==> config.mk <==
export PLATFORM = sky130hd
export DESIGN_NAME = flash_self_program_access
export DESIGN_NICKNAME = d
export VERILOG_FILES = /design/src/logic/flash_self_program_access_pkg.sv /design/src/logic/flash_self_program_access.sv
export VERILOG_INCLUDE_DIRS = /design/src /design/src/logic
export SDC_FILE = /design/constraint.sdc
export NUM_CORES = 1
export LEC_CHECK = 0
export BUFFER_PORTS_ARGS = -buffer_cell sky130_fd_sc_hd__buf_2
export CORE_MARGIN = 3
export CORE_UTILIZATION = 44
export DETAILED_ROUTE_END_ITERATION = 12
export PLACE_DENSITY_LB_ADDON = 0.25
export SLEW_MARGIN = 20
export SYNTH_ARGS = -nofsm -noshare
export SYNTH_HDL_FRONTEND = slang
export SYNTH_SLANG_ARGS = --single-unit
==> constraint.sdc <==
create_clock -name CLK_I -period 3.3 [get_ports CLK_I]
set_input_delay 0.66 -clock CLK_I [delete_from_list [all_inputs] [get_ports CLK_I]]
set_output_delay 0.66 -clock CLK_I [all_outputs]
set_load 0.01 [all_outputs]
==> src/logic/flash_self_program_access_regs.svh <==
// register offsets, field positions, reset values and region constants
`ifndef FLASH_SELF_PROGRAM_ACCESS_REGS_SVH
`define FLASH_SELF_PROGRAM_ACCESS_REGS_SVH

`define FSPA_ADDR_W 12
`define FSPA_PTR_W 13
`define FSPA_OFF_CTRL 12'h000
`define FSPA_OFF_STATUS 12'h004
`define FSPA_OFF_LOCK 12'h008
`define FSPA_OFF_IRQ_STAT 12'h00c
`define FSPA_OFF_IRQ_MASK 12'h010
`define FSPA_OFF_LAST_PTR 12'h014
`define FSPA_CTRL_READ_EN 0
`define FSPA_ST_BUSY 0
`define FSPA_ST_ACTIVE 1
`define FSPA_ST_HALT 2
`define FSPA_ST_FUSE_LO 4
`define FSPA_IRQ_DONE 0
`define FSPA_IRQ_REFUSED 1
`define FSPA_IRQ_W 2
`define FSPA_LOCK_RESET 4'hf
`define FSPA_LOCK_APP_LO 0
`define FSPA_LOCK_BOOT_LO 2
`define FSPA_HALT_REGION_START 12'hc00
`define FSPA_BOOT_START_SZ0 12'hc00
`define FSPA_BOOT_START_SZ1 12'he00
`define FSPA_BOOT_START_SZ2 12'hf00
`define FSPA_BOOT_START_SZ3 12'hf80

`endif

==> src/logic/flash_self_program_access_pkg.sv <==
// types shared by the self-programming access block
package flash_self_program_access_pkg;

    typedef enum logic [1:0] {
        OP_LOAD = 2'h0,
        OP_ERASE = 2'h1,
        OP_WRITE = 2'h2,
        OP_NONE = 2'h3
    } prog_op_t;

    typedef enum logic [1:0] {
        ST_IDLE = 2'b01,
        ST_RUN = 2'b10
    } seq_state_t;

endpackage

==> src/logic/flash_self_program_access.sv <==
// flash self-programming access control with apb registers
// Functional notes
// - flash splits into application and boot-loader regions, boundary from boot size fuses
// - application and boot-loader lock bit sets are kept and set independently
// - store-program fetched from application region is refused
// - store-program starts programming only when fetched from boot-loader region
// - boot-loader store-program may erase or write any page whose region lock bit 0 is unprogrammed, boot-loader too
// - fixed concurrent-read and halting regions, independent of fuses
// - programming concurrent-read page keeps processor running
// - programming halting-region page stalls processor for whole operation
// - region choice comes from program address pointer, not fetch address
// - boot-loader region always lies inside halting region
// - busy flag reads one while concurrent-read region is blocked
// - busy flag set when erase or write of concurrent-read page starts
// - busy flag cleared by read enable after completion, or by page load
// - lock bits only programmed (cleared) by software, restored to ones only by chip erase or reset
`timescale 1ns/1ps
`include "flash_self_program_access_regs.svh"

module flash_self_program_access (
    input wire logic CLK_I,
    input wire logic RST_I,
    input wire logic PSEL_I,
    input wire logic PENABLE_I,
    input wire logic PWRITE_I,
    input wire logic [11:0] PADDR_I,
    input wire logic [31:0] PWDATA_I,
    output logic [31:0] PRDATA_O,
    output logic PREADY_O,
    output logic PSLVERR_O,
    input wire logic [1:0] BOOT_SIZE_FUSES_I,
    input wire logic CHIP_ERASE_I,
    input wire logic PROG_REQ_I,
    input wire flash_self_program_access_pkg::prog_op_t PROG_OP_I,
    input wire logic [11:0] PROG_PC_I,
    input wire logic [12:0] PROG_PTR_I,
    output logic PROG_DONE_O,
    output logic PROG_REFUSED_O,
    output logic FLASH_START_O,
    output flash_self_program_access_pkg::prog_op_t FLASH_OP_O,
    output logic [12:0] FLASH_PTR_O,
    input wire logic FLASH_DONE_I,
    output logic CPU_HALT_O,
    output logic CONC_BUSY_O,
    output logic IRQ_O
);
    import flash_self_program_access_pkg::*;

    // boot-loader start word address per fuse code
    function automatic logic [11:0] boot_start(input logic [1:0] sz);
        case (sz)
            2'h0: boot_start = `FSPA_BOOT_START_SZ0;
            2'h1: boot_start = `FSPA_BOOT_START_SZ1;
            2'h2: boot_start = `FSPA_BOOT_START_SZ2;
            default: boot_start = `FSPA_BOOT_START_SZ3;
        endcase
    endfunction

    // true when a word address lies in the halting region
    function automatic logic in_halt(input logic [11:0] wa);
        in_halt = (wa >= `FSPA_HALT_REGION_START);
    endfunction

    // pin synchronisers
    logic [1:0] fuse_s1;
    logic [1:0] fuse_s2;
    logic erase_s1;
    logic erase_s2;

    always_ff @(posedge CLK_I) begin
        if (RST_I) begin
            fuse_s1 <= 2'h0;
            fuse_s2 <= 2'h0;
        end else begin
            fuse_s1 <= BOOT_SIZE_FUSES_I;
            fuse_s2 <= fuse_s1;
        end
    end

    // chip erase pin, same two-flop treatment
    always_ff @(posedge CLK_I) begin
        if (RST_I) begin
            erase_s1 <= 1'b0;
            erase_s2 <= 1'b0;
        end else begin
            erase_s1 <= CHIP_ERASE_I;
            erase_s2 <= erase_s1;
        end
    end

    // state
    seq_state_t state;
    seq_state_t next_state;
    logic busy;
    logic halt;
    logic [3:0] lock;
    logic [`FSPA_IRQ_W-1:0] irq_stat;
    logic [`FSPA_IRQ_W-1:0] irq_mask;
    logic [12:0] last_ptr;
    prog_op_t run_op;

    // region decode
    wire [11:0] boot_base = boot_start(fuse_s2);
    wire pc_in_boot = (PROG_PC_I >= boot_base);
    // the target region comes from the pointer, never from the fetch address
    wire [11:0] tgt_word = PROG_PTR_I[12:1];
    wire tgt_in_boot = (tgt_word >= boot_base);
    wire tgt_halt = in_halt(tgt_word);
    wire [1:0] app_lock = lock[`FSPA_LOCK_APP_LO +: 2];
    wire [1:0] boot_lock = lock[`FSPA_LOCK_BOOT_LO +: 2];
    // lock bit 0 programmed forbids store-program writes into that region
    wire tgt_locked = tgt_in_boot ? ~boot_lock[0] : ~app_lock[0];
    wire is_prog = (PROG_OP_I == OP_ERASE) || (PROG_OP_I == OP_WRITE);
    wire is_load = (PROG_OP_I == OP_LOAD);
    wire idle = (state == ST_IDLE);
    wire run = (state == ST_RUN);

    // request decision; any request during a run is refused
    wire req_ok = PROG_REQ_I && idle && pc_in_boot;
    wire start_prog = req_ok && is_prog && !tgt_locked;
    wire do_load = req_ok && is_load;
    wire refuse = PROG_REQ_I && !(start_prog || do_load);
    // the flash macro runs on this clock, so its done needs no synchroniser
    wire finish = run && FLASH_DONE_I;

    // true when the bus address selects the register at byte offset off
    function automatic logic reg_hit(input logic [11:0] a, input logic [11:0] off);
        reg_hit = (a == off);
    endfunction

    // apb decode
    wire apb_acc = PSEL_I && PENABLE_I;
    wire apb_wr = apb_acc && PWRITE_I;
    wire hit_ctrl = reg_hit(PADDR_I, `FSPA_OFF_CTRL);
    wire hit_status = reg_hit(PADDR_I, `FSPA_OFF_STATUS);
    wire hit_lock = reg_hit(PADDR_I, `FSPA_OFF_LOCK);
    wire hit_istat = reg_hit(PADDR_I, `FSPA_OFF_IRQ_STAT);
    wire hit_imask = reg_hit(PADDR_I, `FSPA_OFF_IRQ_MASK);
    wire hit_last = reg_hit(PADDR_I, `FSPA_OFF_LAST_PTR);
    wire hit_any = hit_ctrl | hit_status | hit_lock | hit_istat | hit_imask | hit_last;
    wire wr_read_en = apb_wr && hit_ctrl && PWDATA_I[`FSPA_CTRL_READ_EN];

    // status word, unused bits read zero
    logic [31:0] status_word;
    always_comb begin
        status_word = 32'h0;
        status_word[`FSPA_ST_BUSY] = busy;
        status_word[`FSPA_ST_ACTIVE] = run;
        status_word[`FSPA_ST_HALT] = halt;
        status_word[`FSPA_ST_FUSE_LO +: 2] = fuse_s2;
    end

    logic [31:0] rd_mux;
    always_comb begin
        rd_mux = 32'h0;
        if (hit_status) begin
            rd_mux = status_word;
        end else if (hit_lock) begin
            rd_mux = {28'h0, lock};
        end else if (hit_istat) begin
            rd_mux = {30'h0, irq_stat};
        end else if (hit_imask) begin
            rd_mux = {30'h0, irq_mask};
        end else if (hit_last) begin
            rd_mux = {19'h0, last_ptr};
        end
    end

    always_comb begin
        next_state = state;
        unique case (state)
            ST_IDLE: begin
                if (start_prog) begin
                    next_state = ST_RUN;
                end
            end
            ST_RUN: begin
                if (FLASH_DONE_I) begin
                    next_state = ST_IDLE;
                end
            end
            default: next_state = ST_IDLE;
        endcase
    end

    always_ff @(posedge CLK_I) begin
        if (RST_I) begin
            state <= ST_IDLE;
        end else begin
            state <= next_state;
        end
    end

    // processor stall only for halting-region targets; start and finish never meet
    wire next_halt = start_prog ? tgt_halt : (finish ? 1'b0 : halt);

    always_ff @(posedge CLK_I) begin
        if (RST_I) begin
            halt <= 1'b0;
        end else begin
            halt <= next_halt;
        end
    end

    // concurrent-region busy flag; a start wins over a clear
    wire busy_set = start_prog && !tgt_halt;
    // a read-enable write during a run is ignored, so the region stays blocked
    wire busy_clr = do_load || (wr_read_en && idle);
    wire next_busy = busy_set || (busy && !busy_clr);

    always_ff @(posedge CLK_I) begin
        if (RST_I) begin
            busy <= 1'b0;
        end else begin
            busy <= next_busy;
        end
    end

    // lock bits: writes only program (clear) bits, chip erase restores them all
    // bit 1 of each set is kept for software but gates nothing here
    wire lock_wr = apb_wr && hit_lock;
    wire [3:0] lock_after_wr = lock_wr ? (lock & PWDATA_I[3:0]) : lock;
    wire [3:0] next_lock = erase_s2 ? `FSPA_LOCK_RESET : lock_after_wr;

    always_ff @(posedge CLK_I) begin
        if (RST_I) begin
            lock <= `FSPA_LOCK_RESET;
        end else begin
            lock <= next_lock;
        end
    end

    // interrupt status, write one to clear, a new event wins over its clear
    wire [`FSPA_IRQ_W-1:0] irq_set = {refuse, finish | do_load};
    wire irq_stat_wr = apb_wr && hit_istat;
    wire [`FSPA_IRQ_W-1:0] irq_clr = irq_stat_wr ? PWDATA_I[`FSPA_IRQ_W-1:0] : 2'h0;
    wire [`FSPA_IRQ_W-1:0] next_irq_stat = (irq_stat & ~irq_clr) | irq_set;

    always_ff @(posedge CLK_I) begin
        if (RST_I) begin
            irq_stat <= 2'h0;
        end else begin
            irq_stat <= next_irq_stat;
        end
    end

    // interrupt mask, same layout as the status
    wire irq_mask_wr = apb_wr && hit_imask;
    wire [`FSPA_IRQ_W-1:0] next_irq_mask = irq_mask_wr ? PWDATA_I[`FSPA_IRQ_W-1:0] : irq_mask;

    always_ff @(posedge CLK_I) begin
        if (RST_I) begin
            irq_mask <= 2'h0;
        end else begin
            irq_mask <= next_irq_mask;
        end
    end

    // flash macro command: one start pulse per accepted erase or write
    always_ff @(posedge CLK_I) begin
        if (RST_I) begin
            FLASH_START_O <= 1'b0;
        end else begin
            FLASH_START_O <= start_prog;
        end
    end

    // op of the last started operation, held for the flash macro
    prog_op_t next_run_op;
    assign next_run_op = start_prog ? PROG_OP_I : run_op;

    always_ff @(posedge CLK_I) begin
        if (RST_I) begin
            run_op <= OP_NONE;
        end else begin
            run_op <= next_run_op;
        end
    end

    // pointer of the last started operation, also readable over the bus
    wire [12:0] next_last_ptr = start_prog ? PROG_PTR_I : last_ptr;

    always_ff @(posedge CLK_I) begin
        if (RST_I) begin
            last_ptr <= 13'h0;
        end else begin
            last_ptr <= next_last_ptr;
        end
    end

    // done pulse one cycle after a load or after the flash macro finishes
    always_ff @(posedge CLK_I) begin
        if (RST_I) begin
            PROG_DONE_O <= 1'b0;
        end else begin
            PROG_DONE_O <= finish | do_load;
        end
    end

    // refusal pulse one cycle after the request
    always_ff @(posedge CLK_I) begin
        if (RST_I) begin
            PROG_REFUSED_O <= 1'b0;
        end else begin
            PROG_REFUSED_O <= refuse;
        end
    end

    // read data is loaded at the setup edge so that it stands through the access phase
    wire [31:0] next_prdata = (PSEL_I && !PWRITE_I) ? rd_mux : 32'h0;
    // an unmapped address is flagged at setup and answered with an error in access
    wire next_pslverr = PSEL_I && !PENABLE_I && !hit_any;

    always_ff @(posedge CLK_I) begin
        if (RST_I) begin
            PRDATA_O <= 32'h0;
        end else begin
            PRDATA_O <= next_prdata;
        end
    end

    always_ff @(posedge CLK_I) begin
        if (RST_I) begin
            PSLVERR_O <= 1'b0;
        end else begin
            PSLVERR_O <= next_pslverr;
        end
    end

    // access phase answers one cycle after setup
    assign PREADY_O = 1'b1;
    assign FLASH_OP_O = run_op;
    assign FLASH_PTR_O = last_ptr;
    assign CPU_HALT_O = halt;
    assign CONC_BUSY_O = busy;
    // level interrupt, high while any unmasked status bit is set
    assign IRQ_O = |(irq_stat & irq_mask);

endmodule

==> flow_summary_export.csv <==
group,metric,value,unit
route,wl_per_cell,12.9,µm
global_route,grt_pass1_wl,8.59,mm
synthesis,yosys.area_share.simple,0.253,
global_route,grt_pass1_vias,1861,
sta,relSlewSlack,0.532,
synthesis,avgSynthCellArea,9.20,µm²
floorplanning,die-height,80.3,µm
clock_network,holdBufCountCts,0,
clock_network,insertion_delay,0.30,ns
place,dp_slack,0.438,ns
place,port_buffers,87,
clock_network,postCtsSetupRepairBufs,0,
floorplanning,num_rows,26,
flow_run,maxCapViolCount,0,
synthesis,synthArstFlopShare,0,
synthesis,synth_flop_cell,"dfxtp_1",
sta,fin_skew,0.00338,ns
layout,area_delta_synth_final,19.8,%
worst_setup_path,path_cells,"and2_1 -> ha_1 -> or4b_1 -> o2111ai_2 -> and3_1 -> o211a_4 -> mux2_4",
synthesis,seq_area_frac_synth,0.412,
power_and_ir_drop,cellLeakagePower,1.33,nW
layout,num-nets-final,435,
sta,min_period,2.60,ns
power_and_ir_drop,switching_share,0.256,
route,drtAntennaViolNets,0,
synthesis,synthMuxAreaShare,0.0932,
power_and_ir_drop,powerDensity,390,nW/µm²
sta,fmax,0.385,GHz
route,routed_wl,5.39,mm
synthesis,synth_area,2430,µm²
route,firstDrtPassIters,4,
sta,rsz0062_at_grt,"no",
clock_network,cts_resized,0,
sta,worst_slack,0.702,ns
floorplanning,num_io_pins,136,
place,hpwl,4.18,mm
sta,setup_viol,0,
synthesis,synth_top_family_by_area,"simple AND/OR/NAND/NOR gates",
clock_network,clock_sinks,50,
layout,drive_gt1_frac,0.290,
synthesis,synth_top_area_frac,0.412,
worst_hold_path,min_path_type,"reg -> reg",
route,drc,0,
sta,final_hold_viol_count,0,
synthesis,yosysMostFrequentCell,"dfxtp_1",
synthesis,yosys-top-cells-area,"dfxtp_1 41%, nand2b_1 8.5%, mux2i_1 8.2%",
outcome,status,"finished, final reports clean",
place,gp_congestion,0.850,
global_route,grt_max_degree,51,
worst_setup_path,slowest_delay,0.46,ns
worst_setup_path,rrSetupSlack,0.70,ns
power_and_ir_drop,power_frac_seq,0.546,
synthesis,synthTopCellsByCount,"50 x dfxtp_1, 33 x nand2b_1, 22 x nor2_1",
worst_setup_path,crit_required,3.50,ns
synthesis,synthDistinctLibCells,48,
worst_setup_path,startpoint_type,"register",
worst_setup_path,cp.arrival,2.80,ns
global_route,grt_util_all_layers,0.169,
power_and_ir_drop,p_comb_frac,0.116,
sta,timing.final.crit_share,0.787,
clock_network,clock_path_buffers,2,
power_and_ir_drop,p_clk_frac,0.339,
sta,slew_violations,0,
worst_setup_path,worst-setup-path-type,"reg -> reg",
worst_setup_path,critPathSlowestCell,"or4b_1",
power_and_ir_drop,p_int,0.845,mW
floorplanning,die_w,80.3,µm
synthesis,syn_inst,264,
clock_network,cts_tree,"built",
power_and_ir_drop,vdd_drop_max,209,µV
floorplanning,die_area,6450,µm²
worst_setup_path,crit_fanout,20,
synthesis,synth_xor_area_frac,0,
worst_setup_path,cp_top_family,"simple AND/OR/NAND/NOR gates",
sta,fin_setup_tns,0,ns
clock_network,htree_levels,2,
worst_setup_path,endpoint_kind,"register",
synthesis,yosys_warnings,0,
synthesis,postSynthRegisterBits,50,
synthesis,yosysTopAreaCell,"dfxtp_1",
route,num_vias,1980,
clock_network,path_clk_slew,0.09,ns
floorplanning,core-area,5240,µm²
sta,tightest_slew,0.702,ns
route,viasPerCell,4.74,
route,dr.first_iter.drc_count,89,
clock_network,cts_buffers,5,
power_and_ir_drop,switching_power,0.290,mW
clock_network,root_buffer,"clkbuf_8",
global_route,antenna_found_initial,0,
floorplanning,initial_core_util,0.464,
synthesis,synth_edf_count,0,
synthesis,synthAdderAreaFrac,0.0360,
worst_setup_path,cp_num_buf_inv,0,
synthesis,synth_compound_area_frac,0.104,
global_route,overflow,0,
layout,antenna_cells,0,
-- power groups by stage --
stage,logic (mW),clock network [mW],registers [mW]
3_5_place_dp,0.130,0,0.633
2_1_floorplan,0.0933,0,0.635
5_1_grt,0.147,0.422,0.621
4_1_cts,0.131,0.393,0.619
6_report,0.131,0.385,0.619
3_3_place_gp,0.128,0,0.633
-- worst reg2reg max path: stages, from the launching register on --
cell       delay [ns]
dfxtp_1          0.34
and2_1           0.19
ha_1             0.28
or4b_1           0.46
o2111ai_2        0.26
and3_1           0.24
o211a_4          0.41
mux2_4           0.33
-- final cells by class --
cell class / count / area (µm²)
Clock buffer: 6 / 82.6
Clock inverter: 2 / 16.3
Fill cell: 505 / 2330
Inverter: 9 / 33.8
Multi-Input combinational cell: 194 / 1250
Sequential cell: 50 / 1000
Tap cell: 70 / 87.6
Timing Repair Buffer: 87 / 435
-- layer usage --
metal	GRT usage	up-vias	part of all wire
li1	-	1020	-
met1	0.221	886	0.45
met2	0.275	67	0.47
met3	0.0370	7	0.067
met4	0.0591	0	0.013
met5	0	-	0
-- stage by stage --
step	power, mW	area (µm²)	hold WS (ns)	utilization	cells
after floorplan	0.728	2500	0.414	-	282
after global placement	0.761	2810	0.417	0.537	410
after detailed placement	0.763	2810	0.429	0.537	410
after CTS	1.14	2910	0.451	0.556	418
after global routing	1.19	2910	0.470	0.556	418
final	1.13	2910	0.444	0.556	418
-- layout by cell type, fill, tap and decap left out, drive strengths merged, types with 2 or more instances in the layout --
cell type  Yosys  layout
buf           23      87
nor4           3       3
nand3b         2       2
mux2i         20      20
mux2           2       2
a2111oi        4       4
a31oi          2       2
clkbuf         6       6
a21oi          8       8
inv            9      10
nor2          22      22
or4            2       2
nor2b         10      10
nor3           3       3
dfxtp         50      50
nand2b        33      33
and3           3       3
nand3          4       4
o21ai          6       6
conb           2      20
ha             7       7
nand2         15      15
and2           9       9
nor4b          2       2
-- sequential cells by signal (all words and copies together) (netlist names), 2 cells and up --
register	count
FLASH_OP_O	2
PRDATA_O	13
state	2
irq_stat	2
irq_mask	2
lock	4
fuse_s2	2
fuse_s1	2
FLASH_PTR_O	13
-- worst paths after layout --
| path | startpoint | endpoint | cells after the start |
|---|---|---|---|
| setup / recovery | fuse_s2[0] | CPU_HALT_O | 7 |
| hold / removal | erase_s1 | erase_s2 | 1 |
| setup reg to reg | fuse_s2[0] | CPU_HALT_O | 7 |
| hold reg to reg | erase_s1 | erase_s2 | 1 |
-- kinds of logic after synthesis --
family,after synthesis
simple gates,111
buf+inv,38
mux,22
other cells,2
flops,50
fa+ha+maj,7
compound gates,34
No activity file was read; power rests on OpenSTA's default activity.
